## src/urmd_regs.svh

```systemverilog
// Register offsets, field positions and reset values of the register map decoder.
// Included by the top module; holds defines only.
`ifndef URMD_REGS_SVH
`define URMD_REGS_SVH

`define URMD_OFF_DATA   3'h0
`define URMD_OFF_IEN    3'h1
`define URMD_OFF_ISTAT  3'h2
`define URMD_OFF_LCTL   3'h3
`define URMD_OFF_MCTL   3'h4
`define URMD_OFF_LSTAT  3'h5
`define URMD_OFF_MSTAT  3'h6
`define URMD_OFF_SCR    3'h7

`define URMD_LCR_DLAB   7
`define URMD_EFR_ENH    4
`define URMD_MCR_INTEN  3
`define URMD_MCR_LOOP   4
`define URMD_LCR_MAGIC  8'hbf

`define URMD_IER_EXT    8'hf0
`define URMD_ISR_EXT    8'h30
`define URMD_FCR_EXT    8'h30
`define URMD_MCR_EXT    8'he4

`define URMD_RST_BYTE   8'h00
`define URMD_RST_NIB    4'h0
`define URMD_ZERO_DIV   16'h0000

`endif

```

## src/urmd_pkg.sv

```systemverilog
// Types shared by the register map decoder.
// Assumes nothing of its surroundings.
package urmd_pkg;

    typedef enum logic [1:0] {
        URMD_NORMAL,
        URMD_DIVISOR,
        URMD_ENHANCED
    } urmd_bank_e;

    typedef struct packed {
        logic [7:0] line_control;
        logic [7:0] dll;
        logic [7:0] divisor_high;
        logic [7:0] interrupt_enable;
        logic [7:0] enhanced_function;
        logic [7:0] modem_control;
        logic [7:0] scratchpad;
        logic [7:0] xon1;
        logic [7:0] xon2;
        logic [7:0] xoff1;
        logic [7:0] xoff2;
        logic [7:0] rdat;
        logic       oe;
        logic       rd_q;
        logic       wr_q;
        logic [3:0] mprev;
        logic [3:0] delta;
        logic [7:0] txd;
        logic       txl;
        logic       pop;
        logic [7:0] fifo_control;
        logic       fcr_wr;
        logic       irq;
        logic       rxs;
    } urmd_state_s;

endpackage : urmd_pkg

```

## src/urmd_top.sv

```systemverilog
// Host register file and address decoder of a single channel serial controller.
// Assumes all inputs synchronous to clk; the serial engine sits outside.
`timescale 1ns/1ps
`include "urmd_regs.svh"

module urmd_top #(
    parameter logic [7:0] rev_code = 8'h01, // Arbitrary value.
    parameter logic [7:0] id_code  = 8'h5a  // Arbitrary value.
) (
    input  wire logic       clk,
    input  wire logic       rst,
    input  wire logic       cs_n,
    input  wire logic [2:0] addr,
    input  wire logic       rd_n,
    input  wire logic       wr_n,
    input  wire logic [7:0] wdata,
    output logic      [7:0] rdata,
    output logic            rdata_oe,
    input  wire logic [7:0] rx_char,
    output logic            rx_pop,
    output logic      [7:0] tx_data,
    output logic            tx_load,
    output logic      [7:0] fifo_ctl,
    output logic            fifo_ctl_wr,
    input  wire logic [7:0] line_stat,
    input  wire logic [5:0] int_src,
    input  wire logic [1:0] fifo_on,
    input  wire logic       int_pend,
    output logic            int_out,
    input  wire logic [3:0] modem_in,
    output logic      [15:0] divisor,
    output logic      [7:0] line_ctl,
    output logic      [7:0] int_en,
    output logic      [7:0] enh_fn,
    output logic      [7:0] modem_ctl,
    output logic      [7:0] resume_char_1,
    output logic      [7:0] resume_char_2,
    output logic      [7:0] pause_char_1,
    output logic      [7:0] pause_char_2,
    input  wire logic       tx_serial,
    input  wire logic       rx_pin,
    output logic            rx_serial
);

    urmd_pkg::urmd_state_s s;
    urmd_pkg::urmd_state_s n;
    urmd_pkg::urmd_bank_e  bank;
    logic                  rd_go;
    logic                  wr_go;
    logic                  div_zero;
    logic [3:0]            chg;
    logic [7:0]            isr_mask;

    always_comb
    begin
        n        = s;
        n.rd_q   = ~cs_n & ~rd_n;
        n.wr_q   = ~cs_n & ~wr_n;
        rd_go    = n.rd_q & ~s.rd_q;
        wr_go    = n.wr_q & ~s.wr_q;
        n.pop    = 1'b0;
        n.txl    = 1'b0;
        n.fcr_wr = 1'b0;
        div_zero = {s.divisor_high, s.dll} == `URMD_ZERO_DIV;
        isr_mask = ~`URMD_ISR_EXT | {8{s.enhanced_function[`URMD_EFR_ENH]}};
        if (s.line_control[`URMD_LCR_DLAB])
        begin
            bank = urmd_pkg::URMD_DIVISOR;
        end
        else
        begin
            bank = urmd_pkg::URMD_NORMAL;
        end
        if (s.line_control == `URMD_LCR_MAGIC)
        begin
            bank = urmd_pkg::URMD_ENHANCED;
        end

        // Change flags: a change seen in the cycle of the clearing read still sets.
        chg     = modem_in ^ s.mprev;
        n.mprev = modem_in;
        if (rd_go && addr == `URMD_OFF_MSTAT && bank != urmd_pkg::URMD_ENHANCED)
        begin
            n.delta = `URMD_RST_NIB;
        end
        n.delta = n.delta | chg;

        // Read side: the answer is captured once per strobe so pops fire once.
        if (rd_go)
        begin
            unique case (addr)
                `URMD_OFF_DATA:
                begin
                    if (s.line_control[`URMD_LCR_DLAB])
                    begin
                        n.rdat = div_zero ? rev_code : s.dll;
                    end
                    else
                    begin
                        n.rdat = rx_char;
                        n.pop  = 1'b1;
                    end
                end
                `URMD_OFF_IEN:
                begin
                    if (s.line_control[`URMD_LCR_DLAB])
                    begin
                        n.rdat = div_zero ? id_code : s.divisor_high;
                    end
                    else
                    begin
                        n.rdat = s.interrupt_enable;
                    end
                end
                `URMD_OFF_ISTAT:
                begin
                    if (bank == urmd_pkg::URMD_ENHANCED)
                    begin
                        n.rdat = s.enhanced_function;
                    end
                    else
                    begin
                        n.rdat = {fifo_on, int_src} & isr_mask;
                    end
                end
                `URMD_OFF_LCTL:
                begin
                    n.rdat = s.line_control;
                end
                `URMD_OFF_MCTL:
                begin
                    n.rdat = (bank == urmd_pkg::URMD_ENHANCED) ? `URMD_RST_BYTE : s.modem_control;
                end
                `URMD_OFF_LSTAT:
                begin
                    n.rdat = (bank == urmd_pkg::URMD_ENHANCED) ? `URMD_RST_BYTE : line_stat;
                end
                `URMD_OFF_MSTAT:
                begin
                    n.rdat = (bank == urmd_pkg::URMD_ENHANCED) ? `URMD_RST_BYTE
                                                               : {modem_in, s.delta};
                end
                `URMD_OFF_SCR:
                begin
                    n.rdat = (bank == urmd_pkg::URMD_ENHANCED) ? `URMD_RST_BYTE : s.scratchpad;
                end
            endcase
        end
        n.oe = n.rd_q;

        // Write side; offsets 5 and 6 outside the enhanced bank fall through.
        if (wr_go)
        begin
            unique case (addr)
                `URMD_OFF_DATA:
                begin
                    if (s.line_control[`URMD_LCR_DLAB])
                    begin
                        n.dll = wdata;
                    end
                    else
                    begin
                        n.txd = wdata;
                        n.txl = 1'b1;
                    end
                end
                `URMD_OFF_IEN:
                begin
                    if (s.line_control[`URMD_LCR_DLAB])
                    begin
                        n.divisor_high = wdata;
                    end
                    else
                    begin
                        n.interrupt_enable = wdata;
                    end
                end
                `URMD_OFF_ISTAT:
                begin
                    if (bank == urmd_pkg::URMD_ENHANCED)
                    begin
                        n.enhanced_function = wdata;
                    end
                    else
                    begin
                        n.fifo_control    = wdata;
                        n.fcr_wr = 1'b1;
                    end
                end
                `URMD_OFF_LCTL:
                begin
                    n.line_control = wdata;
                end
                `URMD_OFF_MCTL:
                begin
                    if (bank == urmd_pkg::URMD_ENHANCED)
                    begin
                        n.xon1 = wdata;
                    end
                    else
                    begin
                        n.modem_control = wdata;
                    end
                end
                `URMD_OFF_LSTAT:
                begin
                    if (bank == urmd_pkg::URMD_ENHANCED)
                    begin
                        n.xon2 = wdata;
                    end
                end
                `URMD_OFF_MSTAT:
                begin
                    if (bank == urmd_pkg::URMD_ENHANCED)
                    begin
                        n.xoff1 = wdata;
                    end
                end
                `URMD_OFF_SCR:
                begin
                    if (bank == urmd_pkg::URMD_ENHANCED)
                    begin
                        n.xoff2 = wdata;
                    end
                    else
                    begin
                        n.scratchpad = wdata;
                    end
                end
            endcase
        end

        // Clearing the extended bits in storage keeps every output honest,
        // so the sleep enable cannot act without the enhanced bit.
        if (!n.enhanced_function[`URMD_EFR_ENH])
        begin
            n.interrupt_enable = n.interrupt_enable & ~`URMD_IER_EXT;
            n.modem_control = n.modem_control & ~`URMD_MCR_EXT;
            n.fifo_control = n.fifo_control & ~`URMD_FCR_EXT;
        end

        n.irq = int_pend & n.modem_control[`URMD_MCR_INTEN];
        n.rxs = n.modem_control[`URMD_MCR_LOOP] ? tx_serial : rx_pin;
    end

    always_ff @(posedge clk or posedge rst)
    begin
        if (rst)
        begin
            s <= '0;
        end
        else
        begin
            s <= n;
        end
    end

    assign rdata         = s.rdat;
    assign rdata_oe      = s.oe;
    assign rx_pop        = s.pop;
    assign tx_data       = s.txd;
    assign tx_load       = s.txl;
    assign fifo_ctl      = s.fifo_control;
    assign fifo_ctl_wr   = s.fcr_wr;
    assign int_out       = s.irq;
    assign divisor       = {s.divisor_high, s.dll};
    assign line_ctl      = s.line_control;
    assign int_en        = s.interrupt_enable;
    assign enh_fn        = s.enhanced_function;
    assign modem_ctl     = s.modem_control;
    assign resume_char_1 = s.xon1;
    assign resume_char_2 = s.xon2;
    assign pause_char_1  = s.xoff1;
    assign pause_char_2  = s.xoff2;
    assign rx_serial     = s.rxs;
endmodule : urmd_top
```

## config.mk

```make
export PLATFORM = sky130hd
export DESIGN_NAME = urmd_top
export DESIGN_NICKNAME = d
export VERILOG_FILES = /design/src/urmd_pkg.sv /design/src/urmd_top.sv
export VERILOG_INCLUDE_DIRS = /design/src /design/src/src
export SDC_FILE = /design/constraint.sdc
export NUM_CORES = 1
export LEC_CHECK = 0
export ABC_AREA = 1
export BUFFER_PORTS_ARGS = -buffer_cell sky130_fd_sc_hd__buf_4
export CORE_MARGIN = 1.5
export CORE_UTILIZATION = 45
export CTS_BUF_LIST = sky130_fd_sc_hd__clkbuf_2
export CTS_CLUSTER_SIZE = 8
export DETAILED_ROUTE_END_ITERATION = 10
export GPL_TIMING_DRIVEN = 0
export PLACE_DENSITY = 0.71
export SKIP_CTS_REPAIR_TIMING = 1
export SLEW_MARGIN = 25
export SYNTH_ARGS = -nofsm -noshare
export SYNTH_HDL_FRONTEND = slang
export SYNTH_SLANG_ARGS = --single-unit
```

## constraint.sdc

```tcl
create_clock -name clk -period 10.9 [get_ports clk]
set_input_delay 1.09 -clock clk [delete_from_list [all_inputs] [get_ports clk]]
set_output_delay 1.09 -clock clk [all_outputs]
set_load 0.05 [all_outputs]
```

==> results of run 1 <==
## report_power, final
part / internal, W / switching [W]
logic: 0.000179 / 0.000315
registers: 0.000530 / 0.0000502
clock network: 0.000105 / 0.000172
total: 0.000813 / 0.000537
## sequential cells by signal, indices dropped and copies added (netlist names), 8 cells and up
signal	count
tx_data	8
s	18
line_ctl	8
pause_char_2	8
modem_ctl	8
divisor	16
pause_char_1	8
resume_char_1	8
enh_fn	8
rdata	8
int_en	8
resume_char_2	8
fifo_ctl	8
## area by class of cell
type,count,area (µm²)
inverter,57,221
sequential,127,3180
timing repair buffer,157,1200
fill,1300,5820
multi-input combinational,473,2170
buffer,130,900
tap,180,225
clock buffer,20,100
clock inverter,12,120
## cell usage in the layout (no fill, tap or decap), types with 16 or more instances in the layout
cell,n
a21oi_1,18
inv_1,53
o21ai_0,82
nand4_1,20
nor2_1,73
nand3_1,45
buf_4,261
clkbuf_2,20
dfrtp_1,127
nand2_1,193
clkbuf_1,16
## path summary, 6_finish.rpt
check / end / from / slack, ns / depth (start not counted)
worst max-delay path: line_ctl[7] / line_ctl[7] / 8.15 / 2
max in group asynchronous: divisor[9] / rst / 9.86 / 3
worst max register to register: divisor[8] / line_ctl[7] / 8.92 / 5
worst min register to register: s[23] / s[27] / 0.49 / 2
worst min-delay path: resume_char_2[2] / rst / 0.35 / 2
min in group clk: s[23] / s[27] / 0.49 / 2
## logic make-up (layout without fill, tap and decap cells)
| logic type | after synthesis | in the layout | share of synthesized area (%) |
|---|---|---|---|
| buffers and inverters | 187 | 376 | 17.2 |
| AO/OA/AOI/OAI | 115 | 115 | 9.09 |
| flip-flops | 127 | 127 | 49.1 |
| AND/OR/NAND/NOR | 354 | 354 | 24.0 |
| XOR/XNOR | 4 | 4 | 0.542 |
## metal layers
layer,track usage [%],vias to the layer above
met4,7.49,0
met1,35.5,2676
li1,-,2772
met2,37.6,265
met5,0,-
met3,7.90,27
## per-stage QoR
stage,setup WS [ns],power (W),hold slack (ns)
after floorplan,6.43,0.000935,0.442
after global placement,4.98,0.00108,0.459
after detailed placement,8.02,0.00108,0.466
after CTS,8.12,0.00136,0.337
after global routing,8.02,0.00142,0.316
final,8.15,0.00135,0.354
## worst max-delay path, cell delays in order, from the launching register on
cell and delay (ns):
dfrtp_1 0.59, buf_4 0.18, buf_4 0.18
==> results.yml, run 1 <==
synthesis:
  synth_area_leaders: "dfrtp_1, buf_4, nand2_1, o21ai_0, nor2_1"
  synth_top_area_share_pct: 49.1
  yosysTopAreaCell: "dfrtp_1"
  synth_edf_count: 0
  synth_area_per_cell_um2: 8.22
  synthFlopType: "dfrtp_1"
  ys_ff_latch: 127
  yosysWarnings: 0
  synth_cell_types: 27
  synth_nets: 834
  synthCells: 787
  yosysMostFrequentCell: "nand2_1"
  synthesis.area_mm2: 0.00647
  synthTopCellsByCount: "nand2_1, dfrtp_1, buf_4"
  yosysSeqAreaShare_pct: 49.1
  postSynth.asyncResetShare_pct: 100
worst_setup_path:
  cp_max_fo: 7
  critPathCaptureType: "output port"
  critPathKind: "reg -> out"
  crit_arrival_ns: 1.66
  worstPathRequired_ns: 9.81
  start_kind: "flip-flop"
timing:
  skew_ns: 0.0343
  fin_crit_sh_pct: 25.2
  min_period_ns: 2.75
  worst_pin_slew_ns: 0.745
  fmaxAchievable_mhz: 363
  finalHoldViolCount: 0
  slew_headroom_pct: 50.3
  fin_setup_tns_ns: 0
  maxSlewViolCount: 0
  setup_viol: 0
  rsz0062_at_grt: "false"
clock_tree:
  cts_root_buf: "clkbuf_2"
  cts_tree: "yes"
  clk_path_buf_depth: 2
  path_clk_slew_ns: 0.19
  cts_num_sinks: 127
  h-tree-depth: 4
  clk_latency_ns: 0.72
  cts_buffers: 17
global_routing:
  grt_pass1_wl_um: 28200
  grt.overflow.total: 0
  antenna_found_initial: 0
  grt_pass1_vias: 5262
  grt_max_degree: 71
  grt_usage_pct: 25.3
finish:
  nets: 1010
  final_cells: 1156
  area_delta_synth_final_pct: 25.5
  fin_area_mm2: 0.00812
  final_core_util_pct: 58.3
  antennaDiodeCount: 0
  drive_gt1_share_pct: 33.5
route:
  wl_per_cell_um: 15.9
  viasPerCell: 4.97
  drt-initial-drc-count: 430
  postRouteAntennaNets: 0
  wl_met1_um: 8180
  drt_first_pass_iters: 5
  wl_um: 18400
  wl_met3_um: 1690
  dr_wl_met2_um: 8160
  drc: 0
  route.top_layer_used: "met4"
  vias: 5740
floorplan:
  die_y_um: 123
  initial_core_util_pct: 46.4
  die-area_mm2: 0.0151
  die_w_um: 123
  io_pins: 157
  rows: 43
  core_mm2: 0.0139
flow_run:
  drv_cap: 0
run_status:
  status: "complete, no violations"
power:
  vdd_drop_max_v: 0.000119
  leakage_nw: 4.25
  p_per_area_mw_per_mm2: 166
placement:
  numPortBuffers: 156
  placed_cell_area_mm2: 0.00790
  place.detailed.hpwl_um: 13600
  place.gp.congestion: 0.951
  place_inst: 1124
worst_hold_path:
  hold_path_class: "in -> async"
(Power assumes the default switching activity.)
==> run 2, diff against run 1 <==
--- a/config.mk
+++ b/config.mk
@@ -6,7 +6,7 @@
 export SDC_FILE = /design/constraint.sdc
 export NUM_CORES = 1
 export LEC_CHECK = 0
-export ABC_AREA = 1
+export ABC_AREA = 0
 export BUFFER_PORTS_ARGS = -buffer_cell sky130_fd_sc_hd__buf_4
 export CORE_MARGIN = 1.5
 export CORE_UTILIZATION = 45
==> constraint.sdc (replaced) <==
create_clock -name clk -period 2.8 [get_ports clk]
set_input_delay 0.28 -clock clk [delete_from_list [all_inputs] [get_ports clk]]
set_output_delay 0.28 -clock clk [all_outputs]
set_load 0.05 [all_outputs]
==> run 2 against run 1 <==
Effect of this change: worst setup slack worse by 7.8 ns; area after synthesis is 1.9% higher; total power rose to 3.7 times the previous value; critical path type is now reg -> reg; core utilization up 1.2 points; global-route usage decreased by 0.34 points; register-to-register slack got worse by 8.6 ns; sequential share of layout area shrank 2.1 points; sequential power rose to 3.8 times the previous value; clock skew fell by 0.0011 ns; cell count decreased by 17%; first-iteration DRC count decreased by 35%.
==> results.yml, run 2 <==
route:
  drt_first_pass_iters: 5
  drc: 0
  postRouteAntennaNets: 0
  vias: 5100
  drt-initial-drc-count: 278
  viasPerCell: 5.31
  wl_um: 19000
  wl_per_cell_um: 19.8
global_routing:
  grt_max_degree: 30
  grt_usage_pct: 24.9
  grt_pass1_vias: 4982
  grt.overflow.total: 0
  antenna_found_initial: 0
  grt_pass1_wl_um: 27800
power:
  p_per_area_mw_per_mm2: 586
  power_w: 0.00503
  vdd_drop_max_v: 0.000369
  leakage_nw: 4.42
worst_setup_path:
  crit_arrival_ns: 3.07
  rrSetupSlack_ns: 0.33
  r2r.worst_path.cells: 6
  crit_chain: "and4_1 -> nand2_1 -> nand2b_4 -> mux2_4 -> mux2_1 -> dlygate4sd3_1"
  start_kind: "flip-flop"
  cp_max_fo: 6
  cp_top_family: "multiplexers"
  critPathCaptureType: "flip-flop"
  critPathKind: "reg -> reg"
  worstPathRequired_ns: 3.40
  slowest_stage: "dfrtp_1"
  regToRegEndpoint: "rx_serial"
  timing.rr.start: "line_ctl[7]"
  slowest_delay_ns: 0.60
  cp.buffers_inverters: 1
synthesis:
  synth_cell_types: 60
  synthTopCellsByCount: "dfrtp_1, buf_4, mux2_2"
  synth_top_area_share_pct: 48.2
  synth_area_per_cell_um2: 11.8
  synthFlopType: "dfrtp_1"
  synth_nets: 605
  yosysTopAreaCell: "dfrtp_1"
  yosysMostFrequentCell: "dfrtp_1"
  synth_edf_count: 0
  synthesis.area_mm2: 0.00659
  ys_ff_latch: 127
  yosysWarnings: 0
  yosysSeqAreaShare_pct: 48.2
  synthCells: 558
  synth_area_leaders: "dfrtp_1, mux2_2, buf_4, nand2_1, nor2_1"
  postSynth.asyncResetShare_pct: 100
finish:
  final_cell_mix: "buf_4, dfrtp_1, mux2_2"
  largest_reg_flops: 18
  final_common_cell: "buf_4"
  final_core_util_pct: 59.5
  drive_gt1_share_pct: 55.5
  nets: 812
  antennaDiodeCount: 0
  fin_area_mm2: 0.00858
  area_delta_synth_final_pct: 30.3
  regMostFlops: "s"
  final.fill_count: 1210
floorplan:
  io_pins: 157
  die_y_um: 124
  die-area_mm2: 0.0154
  initial_core_util_pct: 45.7
  rows: 44
  core_mm2: 0.0144
  die_w_um: 124
timing:
  fmaxAchievable_mhz: 404
  finalHoldViolCount: 0
  fin_crit_sh_pct: 88.3
  slew_headroom_pct: 48.9
  min_period_ns: 2.47
  maxSlewViolCount: 0
  rsz0062_at_grt: "false"
  fin_setup_tns_ns: 0
  fin_ws_ns: 0.327
  skew_ns: 0.0332
  setup_viol: 0
  worst_pin_slew_ns: 0.766
worst_hold_path:
  hold_start: "line_stat[7]"
  hold_depth: 4
  hold_path_end: "rdata[7]"
  hold_path_class: "in -> reg"
placement:
  place.detailed.hpwl_um: 13900
  post-place-ws_ns: 0.766
  place.gp.congestion: 0.928
  placed_cell_area_mm2: 0.00807
  numPortBuffers: 155
run_status:
  status: "complete, no violations"
clock_tree:
  cts_num_sinks: 127
  clk_latency_ns: 0.72
  cts_buffers: 17
  h-tree-depth: 4
  path_clk_slew_ns: 0.19
  cts_tree: "yes"
  clk_path_buf_depth: 2
  cts_root_buf: "clkbuf_2"
flow_run:
  drv_cap: 0
==> run 2: cell types whose count changed in the layout (fill, tap and decap cells not counted), sizes merged, moves of 7 or more <==
cell | previous run | this run
nand2 | 199 | 46
a31oi | 0 | 8
dlygate4sd3 | 0 | 29
nand4 | 20 | 5
o21ai | 92 | 12
mux2 | 0 | 95
buf | 271 | 281
nand3 | 47 | 12
a32oi | 0 | 7
inv | 57 | 5
a21oi | 18 | 7
nor2 | 80 | 23
==> run 2: kinds of logic (layout without fill, tap and decap cells) <==
| group | count (synthesis) | in the layout | synth area share [%] |
|---|---|---|---|
| XOR/XNOR | 4 | 4 | 0.532 |
| buffers and inverters | 141 | 360 | 14.8 |
| flip-flops | 127 | 127 | 48.2 |
| AO/OA/AOI/OAI | 68 | 68 | 7.79 |
| multiplexers | 104 | 104 | 18.4 |
| AND/OR/NAND/NOR | 114 | 114 | 10.3 |
==> run 2: cell type report <==
class | count | area [µm²] | area share (%)
Sequential cell | 127 | 3180 | 37.0
Tap cell | 184 | 230 | 2.68
Inverter | 5 | 22.5 | 0.262
Clock inverter | 11 | 118 | 1.37
Multi-Input combinational cell | 290 | 2440 | 28.4
Timing Repair Buffer | 188 | 1540 | 18.0
Clock buffer | 20 | 100 | 1.17
Buffer | 136 | 955 | 11.1
==> run 2: worst reg2reg max path, cell delays in order, from the launching register on <==
cell	delay [ns]
dfrtp_1	0.60
and4_1	0.33
nand2_1	0.14
nand2b_4	0.12
mux2_4	0.31
mux2_1	0.30
dlygate4sd3_1	0.55
==> run 2: report_power, final <==
group	total, W	switching, W	internal [W]
Clock	0.00110	0.000690	0.000408
Combinational	0.00173	0.00101	0.000718
Sequential	0.00221	0.000180	0.00203
Total	0.00503	0.00188	0.00315
==> run 2: routing by layer <==
metal	vias up	track usage, %	wire length [µm]
met5	-	0	0
met4	0	7.81	308
met3	28	7.28	1520
met2	217	40.0	9260
met1	2562	32.7	7920
li1	2293	-	-
==> run 2: metrics by stage <==
stage                     hold WS [ns]  cells
after floorplan                  0.311    558
after global placement           0.414    897
after detailed placement         0.404    901
after CTS                       -0.409    932
after global routing           0.00267    961
final                           0.0189    961
==> run 2: worst max-delay path by stage <==
stage                 from               to  slack, ns  cells after the start
6_report       line_ctl[7]        rx_serial       0.33                      6
3_5_place_dp   line_ctl[7]  pause_char_1[1]       0.77                      5
4_1_cts        line_ctl[7]  pause_char_2[4]       0.73                      5
2_1_floorplan          rst       divisor[0]       0.95                      1
5_1_grt        line_ctl[7]        rx_serial       0.27                      6
3_3_place_gp           rst       divisor[6]       0.18                      2
==> run 3, diff against run 2 <==
--- a/config.mk
+++ b/config.mk
@@ -15,6 +15,7 @@
 export DETAILED_ROUTE_END_ITERATION = 10
 export GPL_TIMING_DRIVEN = 0
 export PLACE_DENSITY = 0.71
+export RECOVER_POWER = 50
 export SKIP_CTS_REPAIR_TIMING = 1
 export SLEW_MARGIN = 25
 export SYNTH_ARGS = -nofsm -noshare
==> run 3 against run 2 <==
Effect of this change: sequential power barely moved; flip-flop and latch count did not move; clock-buffer cell count did not move; total power fell by 1.0%; global-route usage did not move.
==> results.yml, run 3 (same netlist as run 2, synthesis figures left out) <==
run_status:
  status: "complete, no violations"
finish:
  nets: 812
  largest_reg_flops: 18
  final_core_util_pct: 58.1
  fin_area_mm2: 0.00838
  area_delta_synth_final_pct: 27.2
  final_cells: 961
  final_common_cell: "buf_4"
  final_cell_mix: "buf_4, dfrtp_1, mux2_2"
  antennaDiodeCount: 0
  drive_gt1_share_pct: 49.3
  regMostFlops: "s"
global_routing:
  grt_pass1_wl_um: 27800
  use_met1_pct: 32.7
  grt_pass1_vias: 4982
  grt_util_met3_pct: 7.28
  grt_busiest_layer: "met2"
  grt_max_degree: 30
  grt.overflow.total: 0
  grt_usage_pct: 24.9
  antenna_found_initial: 0
  use_met2_pct: 40.0
clock_tree:
  clk_latency_ns: 0.72
  h-tree-depth: 4
  cts_buffers: 17
  path_clk_slew_ns: 0.18
  clk_path_buf_depth: 2
  cts_root_buf: "clkbuf_2"
  cts_tree: "yes"
  cts_num_sinks: 127
route:
  vias: 5108
  wl_per_cell_um: 19.7
  drt-initial-drc-count: 311
  drc: 0
  wl_um: 19000
  drt_first_pass_iters: 5
  viasPerCell: 5.32
  postRouteAntennaNets: 0
floorplan:
  die-area_mm2: 0.0154
  die_y_um: 124
  io_pins: 157
  rows: 44
  core_mm2: 0.0144
  die_w_um: 124
  initial_core_util_pct: 45.7
power:
  p_per_area_mw_per_mm2: 594
  power_w: 0.00498
  vdd_drop_max_v: 0.000370
  leakage_nw: 4.22
timing:
  worst_pin_slew_ns: 1.42
  maxSlewViolCount: 0
  setup_viol: 0
  finalHoldViolCount: 0
  skew_ns: 0.0326
  slew_headroom_pct: 5.32
  fin_setup_tns_ns: 0
  min_period_ns: 2.53
  rsz0062_at_grt: "false"
  fmaxAchievable_mhz: 395
  fin_crit_sh_pct: 90.3
worst_setup_path:
  regToRegEndpoint: "rx_serial"
  start_kind: "flip-flop"
  r2r.worst_path.cells: 6
  critPathCaptureType: "flip-flop"
  critPathKind: "reg -> reg"
  cp_max_fo: 6
  crit_arrival_ns: 3.13
  worstPathRequired_ns: 3.40
  rrSetupSlack_ns: 0.27
  timing.rr.start: "line_ctl[7]"
worst_hold_path:
  hold_path_end: "rdata[7]"
  hold_path_class: "in -> reg"
  hold_depth: 4
  hold_start: "line_stat[7]"
placement:
  place.detailed.hpwl_um: 13900
  place.gp.congestion: 0.928
  numPortBuffers: 155
  placed_cell_area_mm2: 0.00807
  place_inst: 901
flow_run:
  drv_cap: 0
## run 3: changes by cell type in the layout (fill, tap and decap cells not counted), moves of 2 or more
| cell | change |
|---|---|
| clkbuf_1 | +45 |
| buf_4 | -43 |
| and2_0 | +2 |
| and2_1 | -2 |
| buf_12 | -2 |
## run 3: area by class of cell
class,count,area (µm²)
Inverter,5,20.0
Clock buffer,20,100
Buffer,136,946
Sequential cell,127,3180
Clock inverter,11,118
Tap cell,184,230
Multi-Input combinational cell,290,2430
Fill cell,1261,6040
Timing Repair Buffer,188,1360
## run 3: where the power goes
part	switching (W)	total, W	internal, W
registers	0.000180	0.00221	0.00203
logic	0.00101	0.00168	0.000675
clock network	0.000683	0.00109	0.000408
## run 3: routing by layer
| metal | wire (µm) | up-vias |
|---|---|---|
| li1 | - | 2298 |
| met1 | 7880 | 2548 |
| met2 | 9170 | 236 |
| met3 | 1610 | 26 |
| met4 | 303 | 0 |
| met5 | 0 | - |
## run 3: metrics by stage
stage | setup WS [ns] | hold WS [ns]
after floorplan | 0.953 | 0.311
after global placement | 0.183 | 0.414
after detailed placement | 0.766 | 0.404
after CTS | 0.731 | -0.409
after global routing | 0.147 | 0.00820
final | 0.271 | 0.0248
## run 3: worst max path at each step
stage                      from              end  slack [ns]  depth (start not counted)
floorplan                   rst       divisor[0]        0.95                          1
global placement            rst       divisor[6]        0.18                          2
detailed placement  line_ctl[7]  pause_char_1[1]        0.77                          5
CTS                 line_ctl[7]  pause_char_2[4]        0.73                          5
global route                rst            s[76]        0.15                          4
finish              line_ctl[7]        rx_serial        0.27                          6
## run 3: worst max-delay path: stages, from the launching register on
cell and delay [ns]:
dfrtp_1 0.59, and4_1 0.33, nand2_1 0.11, nand2b_1 0.21
mux2_4 0.34, mux2_1 0.30, dlygate4sd3_1 0.55
